$ cat src/rtl/ivm_defines.svh
// Constants for the interrupt vector mapper: offsets, fields, source numbers.
// Assumes inclusion by bare name from the design files.
`ifndef IVM_DEFINES_SVH
`define IVM_DEFINES_SVH
`define IVM_NSRC          21
`define IVM_NVEC          32
`define IVM_OFF_FLAGS     12'h000
`define IVM_OFF_ENABLE    12'h004
`define IVM_OFF_GLOBAL    12'h008
`define IVM_OFF_REQ       12'h00c
`define IVM_OFF_FORCE     12'h010
`define IVM_GLOBAL_BIT    0
`define IVM_FLAGS_RST     22'h000000
`define IVM_ENABLE_RST    22'h000000
`define IVM_GLOBAL_RST    1'b0
`define IVM_SRC_NMI       0
`define IVM_SRC_VLM       1
`define IVM_SRC_PA        2
`define IVM_SRC_PB        3
`define IVM_SRC_RTCC      4
`define IVM_SRC_PIT       5
`define IVM_SRC_TAOV      6
`define IVM_SRC_TAHU      7
`define IVM_SRC_CMP0      8
`define IVM_SRC_CMP1      9
`define IVM_SRC_CMP2      10
`define IVM_SRC_TB        11
`define IVM_SRC_AC        12
`define IVM_SRC_RDY       13
`define IVM_SRC_WIN       14
`define IVM_SRC_TWS       15
`define IVM_SRC_TWM       16
`define IVM_SRC_SPI       17
`define IVM_SRC_RX        18
`define IVM_SRC_DRE       19
`define IVM_SRC_TX        20
`define IVM_SRC_EE        21
`endif

$ cat src/rtl/ivm_pkg.sv
// Types for the interrupt vector mapper.
// Assumes ivm_defines.svh for widths.
`include "ivm_defines.svh"
package ivm_pkg;
  typedef logic [`IVM_NSRC:0]   ivm_src_t;
  typedef logic [`IVM_NVEC-1:0] ivm_vec_t;
  typedef logic [31:0]          ivm_word_t;
endpackage

$ cat src/rtl/ivm_top.sv
// Interrupt vector mapper: source flags, enables, global gate, APB regs.
// Assumes peripherals pulse src_event; CPU samples vec_req each clock.
//
// Chosen here: the APB register port and the register offsets.
`timescale 1ns/100ps
`include "ivm_defines.svh"
module ivm_top
  import ivm_pkg::*;
(
  input  wire logic              pclk,
  input  wire logic              presetn,
  input  wire logic              psel,
  input  wire logic              penable,
  input  wire logic              pwrite,
  input  wire logic [11:0]       paddr,
  input  wire ivm_pkg::ivm_word_t pwdata,
  output ivm_pkg::ivm_word_t     prdata,
  output logic                   pready,
  output logic                   pslverr,
  input  wire ivm_pkg::ivm_src_t src_event,
  output ivm_pkg::ivm_vec_t      vec_req
);
  import ivm_pkg::*;

  ivm_src_t source_pending_flag_r;
  ivm_src_t source_enable_bit_r;
  logic     global_enable_r;
  ivm_src_t src_req;
  ivm_vec_t vec_map;
  logic     wr_en;
  logic     rd_en;

  function automatic logic hit(input logic [11:0] a, input logic [11:0] o);
    hit = (a == o);
  endfunction

  function automatic logic mapped(input logic [11:0] a);
    mapped = hit(a, `IVM_OFF_FLAGS) | hit(a, `IVM_OFF_ENABLE) |
             hit(a, `IVM_OFF_GLOBAL) | hit(a, `IVM_OFF_REQ) |
             hit(a, `IVM_OFF_FORCE);
  endfunction

  assign pready  = 1'b1;
  assign wr_en   = psel & penable & pwrite;
  assign rd_en   = psel & ~penable & ~pwrite;
  assign pslverr = psel & penable & ~mapped(paddr);

  // Flags: event set wins over write-one clear
  always_ff @(posedge pclk or negedge presetn)
    if (!presetn)
      source_pending_flag_r <= `IVM_FLAGS_RST;
    else
    begin
      source_pending_flag_r <= (source_pending_flag_r
        & ~((wr_en && hit(paddr, `IVM_OFF_FLAGS)) ?
            pwdata[`IVM_NSRC:0] : '0))
        | src_event
        | ((wr_en && hit(paddr, `IVM_OFF_FORCE)) ?
            pwdata[`IVM_NSRC:0] : '0);
    end

  always_ff @(posedge pclk or negedge presetn)
    if (!presetn)
      source_enable_bit_r <= `IVM_ENABLE_RST;
    else if (wr_en && hit(paddr, `IVM_OFF_ENABLE))
      source_enable_bit_r <= pwdata[`IVM_NSRC:0];

  always_ff @(posedge pclk or negedge presetn)
    if (!presetn)
      global_enable_r <= `IVM_GLOBAL_RST;
    else if (wr_en && hit(paddr, `IVM_OFF_GLOBAL))
      global_enable_r <= pwdata[`IVM_GLOBAL_BIT];

  // Gating: flag and enable and global
  assign src_req = source_pending_flag_r & source_enable_bit_r
                   & {(`IVM_NSRC+1){global_enable_r}};

  ivm_vector_map u_map
  (
    .req (src_req),
    .vec (vec_map)
  );

  // Registered vector outputs; one register covers all vectors
  always_ff @(posedge pclk or negedge presetn)
    if (!presetn)
      vec_req <= '0;
    else
      vec_req <= vec_map;

  always_ff @(posedge pclk or negedge presetn)
    if (!presetn)
      prdata <= '0;
    else if (rd_en)
    begin
      prdata <= '0;
      if (hit(paddr, `IVM_OFF_FLAGS))
        prdata[`IVM_NSRC:0] <= source_pending_flag_r;
      else if (hit(paddr, `IVM_OFF_ENABLE))
        prdata[`IVM_NSRC:0] <= source_enable_bit_r;
      else if (hit(paddr, `IVM_OFF_GLOBAL))
        prdata[`IVM_GLOBAL_BIT] <= global_enable_r;
      else if (hit(paddr, `IVM_OFF_REQ))
        prdata[`IVM_NSRC:0] <= src_req;
    end

  // Assertions
  AST_SET: assert property (@(posedge pclk) disable iff (!presetn)
    src_event[`IVM_SRC_PA] |=> source_pending_flag_r[`IVM_SRC_PA])
    else $error("flag not set by event");
  AST_EN: assert property (@(posedge pclk) disable iff (!presetn)
    wr_en && hit(paddr, `IVM_OFF_ENABLE) |=>
    source_enable_bit_r == $past(pwdata[`IVM_NSRC:0]))
    else $error("enable write lost");
  AST_GATE: assert property (@(posedge pclk) disable iff (!presetn)
    vec_req[3] |-> $past(source_pending_flag_r[`IVM_SRC_PA]
      & source_enable_bit_r[`IVM_SRC_PA]))
    else $error("request without flag and enable");
  AST_HOLD: assert property (@(posedge pclk) disable iff (!presetn)
    vec_req[27] && $past(source_pending_flag_r[`IVM_SRC_RX]
      & source_enable_bit_r[`IVM_SRC_RX] & global_enable_r)
    && source_pending_flag_r[`IVM_SRC_RX] && source_enable_bit_r[`IVM_SRC_RX]
    && global_enable_r |=> vec_req[27])
    else $error("request dropped while flag set");
  AST_GLOBAL: assert property (@(posedge pclk) disable iff (!presetn)
    !$past(global_enable_r) |-> vec_req == '0)
    else $error("request without global enable");
  AST_UNUSED: assert property (@(posedge pclk) disable iff (!presetn)
    vec_req[0] == 1'b0 && vec_req[5] == 1'b0 && vec_req[16:14] == '0
    && vec_req[19:18] == '0 && vec_req[23:22] == '0
    && vec_req[31] == 1'b0)
    else $error("unassigned vector requested");
  AST_NMI: assert property (@(posedge pclk) disable iff (!presetn)
    vec_req[1] == $past(src_req[`IVM_SRC_NMI]))
    else $error("vector 1 mismatch");
  AST_PIT: assert property (@(posedge pclk) disable iff (!presetn)
    vec_req[7] == $past(src_req[`IVM_SRC_PIT]))
    else $error("vector 7 mismatch");
  AST_TB: assert property (@(posedge pclk) disable iff (!presetn)
    vec_req[13] == $past(src_req[`IVM_SRC_TB]))
    else $error("vector 13 mismatch");
  AST_EE: assert property (@(posedge pclk) disable iff (!presetn)
    vec_req[30] == $past(src_req[`IVM_SRC_EE]))
    else $error("vector 30 mismatch");
  AST_VLM: assert property (@(posedge pclk) disable iff (!presetn)
    vec_req[2] == $past(src_req[`IVM_SRC_VLM]))
    else $error("vector 2 mismatch");
  AST_PA: assert property (@(posedge pclk) disable iff (!presetn)
    vec_req[3] == $past(src_req[`IVM_SRC_PA]))
    else $error("vector 3 mismatch");
  AST_PB: assert property (@(posedge pclk) disable iff (!presetn)
    vec_req[4] == $past(src_req[`IVM_SRC_PB]))
    else $error("vector 4 mismatch");
  AST_RTCC: assert property (@(posedge pclk) disable iff (!presetn)
    vec_req[6] == $past(src_req[`IVM_SRC_RTCC]))
    else $error("vector 6 mismatch");
  AST_TAOV: assert property (@(posedge pclk) disable iff (!presetn)
    vec_req[8] == $past(src_req[`IVM_SRC_TAOV]))
    else $error("vector 8 mismatch");
  AST_TAHU: assert property (@(posedge pclk) disable iff (!presetn)
    vec_req[9] == $past(src_req[`IVM_SRC_TAHU]))
    else $error("vector 9 mismatch");
  AST_CMP0: assert property (@(posedge pclk) disable iff (!presetn)
    vec_req[10] == $past(src_req[`IVM_SRC_CMP0]))
    else $error("vector 10 mismatch");
  AST_CMP1: assert property (@(posedge pclk) disable iff (!presetn)
    vec_req[11] == $past(src_req[`IVM_SRC_CMP1]))
    else $error("vector 11 mismatch");
  AST_CMP2: assert property (@(posedge pclk) disable iff (!presetn)
    vec_req[12] == $past(src_req[`IVM_SRC_CMP2]))
    else $error("vector 12 mismatch");
  AST_AC: assert property (@(posedge pclk) disable iff (!presetn)
    vec_req[17] == $past(src_req[`IVM_SRC_AC]))
    else $error("vector 17 mismatch");
  AST_RDY: assert property (@(posedge pclk) disable iff (!presetn)
    vec_req[20] == $past(src_req[`IVM_SRC_RDY]))
    else $error("vector 20 mismatch");
  AST_WIN: assert property (@(posedge pclk) disable iff (!presetn)
    vec_req[21] == $past(src_req[`IVM_SRC_WIN]))
    else $error("vector 21 mismatch");
  AST_TWS: assert property (@(posedge pclk) disable iff (!presetn)
    vec_req[24] == $past(src_req[`IVM_SRC_TWS]))
    else $error("vector 24 mismatch");
  AST_TWM: assert property (@(posedge pclk) disable iff (!presetn)
    vec_req[25] == $past(src_req[`IVM_SRC_TWM]))
    else $error("vector 25 mismatch");
  AST_SPI: assert property (@(posedge pclk) disable iff (!presetn)
    vec_req[26] == $past(src_req[`IVM_SRC_SPI]))
    else $error("vector 26 mismatch");
  AST_RX: assert property (@(posedge pclk) disable iff (!presetn)
    vec_req[27] == $past(src_req[`IVM_SRC_RX]))
    else $error("vector 27 mismatch");
  AST_DRE: assert property (@(posedge pclk) disable iff (!presetn)
    vec_req[28] == $past(src_req[`IVM_SRC_DRE]))
    else $error("vector 28 mismatch");
  AST_TX: assert property (@(posedge pclk) disable iff (!presetn)
    vec_req[29] == $past(src_req[`IVM_SRC_TX]))
    else $error("vector 29 mismatch");

  COV_REQ: cover property (@(posedge pclk) disable iff (!presetn)
    vec_req[27]);
  COV_CLR: cover property (@(posedge pclk) disable iff (!presetn)
    vec_req[3] ##1 !vec_req[3]);
  COV_RACE: cover property (@(posedge pclk) disable iff (!presetn)
    src_event[0] && wr_en && hit(paddr, `IVM_OFF_FLAGS) && pwdata[0]);
  COV_EE: cover property (@(posedge pclk) disable iff (!presetn)
    vec_req[30]);
  COV_GATED: cover property (@(posedge pclk) disable iff (!presetn)
    |source_pending_flag_r && !global_enable_r);
endmodule

$ cat src/rtl/ivm_vector_map.sv
// Fixed routing of source requests onto vector numbers.
// Assumes gated requests from the main block; purely combinational.
`timescale 1ns/100ps
`include "ivm_defines.svh"
module ivm_vector_map
  import ivm_pkg::*;
(
  input  wire ivm_pkg::ivm_src_t req,
  output ivm_pkg::ivm_vec_t       vec
);
  always_comb
  begin
    vec     = '0;
    vec[1]  = req[`IVM_SRC_NMI];
    vec[2]  = req[`IVM_SRC_VLM];
    vec[3]  = req[`IVM_SRC_PA];
    vec[4]  = req[`IVM_SRC_PB];
    vec[6]  = req[`IVM_SRC_RTCC];
    vec[7]  = req[`IVM_SRC_PIT];
    vec[8]  = req[`IVM_SRC_TAOV];
    vec[9]  = req[`IVM_SRC_TAHU];
    vec[10] = req[`IVM_SRC_CMP0];
    vec[11] = req[`IVM_SRC_CMP1];
    vec[12] = req[`IVM_SRC_CMP2];
    vec[13] = req[`IVM_SRC_TB];
    vec[17] = req[`IVM_SRC_AC];
    vec[20] = req[`IVM_SRC_RDY];
    vec[21] = req[`IVM_SRC_WIN];
    vec[24] = req[`IVM_SRC_TWS];
    vec[25] = req[`IVM_SRC_TWM];
    vec[26] = req[`IVM_SRC_SPI];
    vec[27] = req[`IVM_SRC_RX];
    vec[28] = req[`IVM_SRC_DRE];
    vec[29] = req[`IVM_SRC_TX];
    vec[30] = req[`IVM_SRC_EE];
  end
endmodule

$ cat config.mk
export PLATFORM = sky130hd
export DESIGN_NAME = ivm_top
export DESIGN_NICKNAME = d
export VERILOG_FILES = /design/src/rtl/ivm_pkg.sv /design/src/rtl/ivm_top.sv /design/src/rtl/ivm_vector_map.sv
export VERILOG_INCLUDE_DIRS = /design/src /design/src/rtl
export SDC_FILE = /design/constraint.sdc
export NUM_CORES = 1
export LEC_CHECK = 0
export BUFFER_PORTS_ARGS = -buffer_cell sky130_fd_sc_hd__buf_4
export CELL_PAD_IN_SITES_DETAIL_PLACEMENT = 0
export CELL_PAD_IN_SITES_GLOBAL_PLACEMENT = 2
export CORE_ASPECT_RATIO = 0.6
export CORE_MARGIN = 2
export CORE_UTILIZATION = 33
export CTS_CLUSTER_DIAMETER = 120
export CTS_CLUSTER_SIZE = 8
export DETAILED_ROUTE_END_ITERATION = 8
export HOLD_SLACK_MARGIN = 0.02
export PLACE_DENSITY = 0.92
export SLEW_MARGIN = 30
export SYNTH_ARGS = -nofsm -noshare
export SYNTH_HDL_FRONTEND = slang
export SYNTH_SLANG_ARGS = --single-unit
$ cat constraint.sdc
create_clock -name pclk -period 3.8 [get_ports pclk]
set_input_delay 0.19 -clock pclk [delete_from_list [all_inputs] [get_ports pclk]]
set_output_delay 0.19 -clock pclk [all_outputs]
set_load 0.02 [all_outputs]
==> metrics.md <==
| Metric | Value |
|---|---|
| Status | completed |
| CTS Root Cell | clkbuf_16 |
| Final setup violation count | 0 |
| Critical Path Fanout Max | 28 |
| Yosys warnings | 0 |
| Dpl hpwl | 6890 um |
| CTS Buffer Depth | 2 |
| CTS tree | done |
| Multiplexer area fraction after synthesis | 6.56% |
| Die ar. | 12,900 um2 |
| CTS sink count | 89 |
| Placed Instances | 605 |
| GRT overflow | 0 |
| Number of global-route vias before repair | 3,137 |
| Final WS setup | 1550 ps |
| Synth Area in Simple Gates | 16.5% |
| Most used DFF post-synth | dfrtp_1 |
| Commonest non-fill, non-tap cell in the layout | buf_4 |
| DRC viols | 0 |
| Crit path DAT | 2470 ps |
| Fin crit period | 2250 ps |
| Fin. Hold Viols | 0 |
| Post-synthesis async set-or-reset flop share | 100% |
| Main combinational cell family by area after synthesis | simple AND/OR/NAND/NOR gates |
| Iteration-0 DRC Markers | 268 |
| Die width | 145 um |
| Post-synth EDFFs | 0 |
| Rel. slew slack | 46.0% |
| Die Height | 88.7 um |
| Share of layout cells above drive strength 1 | 34.6% |
| DP Worst Slack | 1130 ps |
| First-pass GRT wire length | 16,600 um |
| Reg clk slew, reported paths | 60 ps |
| Netlist cell types | 36 |
| Max-cap violations | 0 |
| GRT Overall Usage | 16.7% |
| PostCTS Resize Cnt | 0 |
| PwrDens | 415 nW/um2 |
| Mapped Area | 3950 um2 |
| Via/cell ratio | 4.95 |
| Adder-cell share of the synthesized area | 0% |
| Unrepaired setup endpoints after global routing | false |
| Sequential area share after synthesis | 56.4% |
| Final core utilization | 45.1% |
| Starting density of the core | 34.4% |
| Final GP Congestion | 0.747 |
| Critical path class | input port to flip-flop |
| Layout Cells excl Fill | 622 |
| Max-slew violation count | 0 |
| Critical Path RT | 4020 ps |
| CTS buffer count | 9 |
| Synth Area in Compound Gates | 13.5% |
| Slew @ Worst Pin | 809 ps |
| R2R depth | 4 |
| DR WL/cell | 16.9 um |
| CP Launch Type | input port |
| Worst-Skew Late Latency | 330 ps |
| Final Total Pwr | 0.00215 W |
| Largest net degree at the start of global routing | 90 |
| Rows | 30 |
| Final WL | 10,500 um |
| Iteration count of the initial detailed-routing pass | 6 |
| Crit path capture type | flip-flop |
| CTS H-tree depth | 3 |
| Hold Crit Depth | 2 |
| Flops & latches, synth | 89 |
| Final Cycle Share | 59.3% |
| Pleak | 2.46 nW |
| Nets | 528 |
| # diodes | 0 |
| Synth Area in XOR/XNOR | 0% |
| Max frequency | 444 MHz |
| Post-CTS setup buffer count | 0 |
| Clk_skew | 4.43 ps |
| Commonest cells after routing, fill and taps aside | 110 x buf_4, 89 x dfrtp_1, 88 x nand2_1, 23 x mux2_2 |
| DR vias | 3,079 |
| Setup TNS | 0 ps |
| Mapped Cells | 357 |
| Core area | 11,500 um2 |
| Initial antenna violation count | 0 |
| Worst VDD drop | 0.201 mV |
| Io pins | 137 |
| PortBufs | 105 |
| Synthesis-to-layout area growth | 31.2% |
| Routed Antenna Nets | 0 |
| Avg Synthesized Cell Area | 11.1 um2 |
| Hold/Removal Path Class | input port to flip-flop |
==> worst max-delay path, cell delays in order <==
cell,delay [ps]
buf_4,230
or4b_2,680
nor4_4,600
buf_4,350
nand2_1,100
a221o_1,300
==> power by group <==
part / switching (W) / internal, W / total [W]
Clock: 0.000366 / 0.000710 / 0.00108
Combinational: 0.0000746 / 0.0000486 / 0.000123
Sequential: 0.000000280 / 0.000948 / 0.000948
==> per-stage QoR <==
stage	cell area (um2)	hold WS, ps
global route	5180	34.6
floorplan	4020	-106
global placement	4800	387
detailed placement	4800	321
finish	5180	48.2
CTS	5180	32.8
==> per-layer routing <==
| metal | GRT usage [%] | vias to the layer above | part of all wire [%] |
|---|---|---|---|
| li1 | - | 1435 | - |
| met1 | 22.1 | 1552 | 47 |
| met2 | 26.5 | 85 | 46 |
| met3 | 5.41 | 7 | 6.2 |
| met4 | 5.53 | 0 | 0.89 |
| met5 | 0 | - | 0 |
==> cells by family (layout without fill, tap and decap cells) <==
group / after synthesis / count (layout)
AO/OA/AOI/OAI: 70 / 70
multiplexers: 23 / 23
buffers and inverters: 43 / 129
other: 2 / 21
AND/OR/NAND/NOR: 130 / 130
flip-flops: 89 / 89
==> layout make-up <==
| class | count | area [um2] |
|---|---|---|
| Clock buffer | 9 | 225 |
| Clock inverter | 7 | 141 |
| Fill cell | 1108 | 6310 |
| Inverter | 1 | 3.75 |
| Multi-Input combinational cell | 244 | 1530 |
| Sequential cell | 89 | 2230 |
| Tap cell | 160 | 200 |
| Timing Repair Buffer | 112 | 847 |
==> cells in the mapped netlist, types with 3 or more instances <==
cell type	number	area share (%)
dfrtp_1	89	56
nand2_1	88	8.4
buf_4	23	4.4
mux2_2	23	6.6
a221o_1	22	5.6
and3_1	22	3.5
a22oi_1	21	4.0
o21ai_1	20	2.5
clkbuf_1	9	0.86
buf_2	5	0.63
buf_1	3	0.29
==> registers in the layout, indices dropped and copies added, names as in the netlist <==
| register | cells |
|---|---|
| source_pending_flag_r | 22 |
| vec_req | 22 |
| global_enable_r | 1 |
| prdata | 22 |
| source_enable_bit_r | 22 |
==> final timing paths <==
kind / start / endpoint / slack, ps
max in group asynchronous: presetn / source_pending_flag_r[15] / 2750
max: paddr[3] / source_pending_flag_r[11] / 1550
min: src_event[8] / source_pending_flag_r[8] / 50
min reg2reg: prdata[0] / prdata[0] / 490
min in group asynchronous: presetn / vec_req[10] / 500
max reg2reg: global_enable_r / prdata[0] / 2550
==> repair_timing <==
action / 4_1_cts / 5_1_grt
setup endpoints to repair: 0 / 0
hold buffers: 1 / 0
endpoints found under the hold margin: 89 / 0
Note: power is estimated with default switching activity, not from simulation.
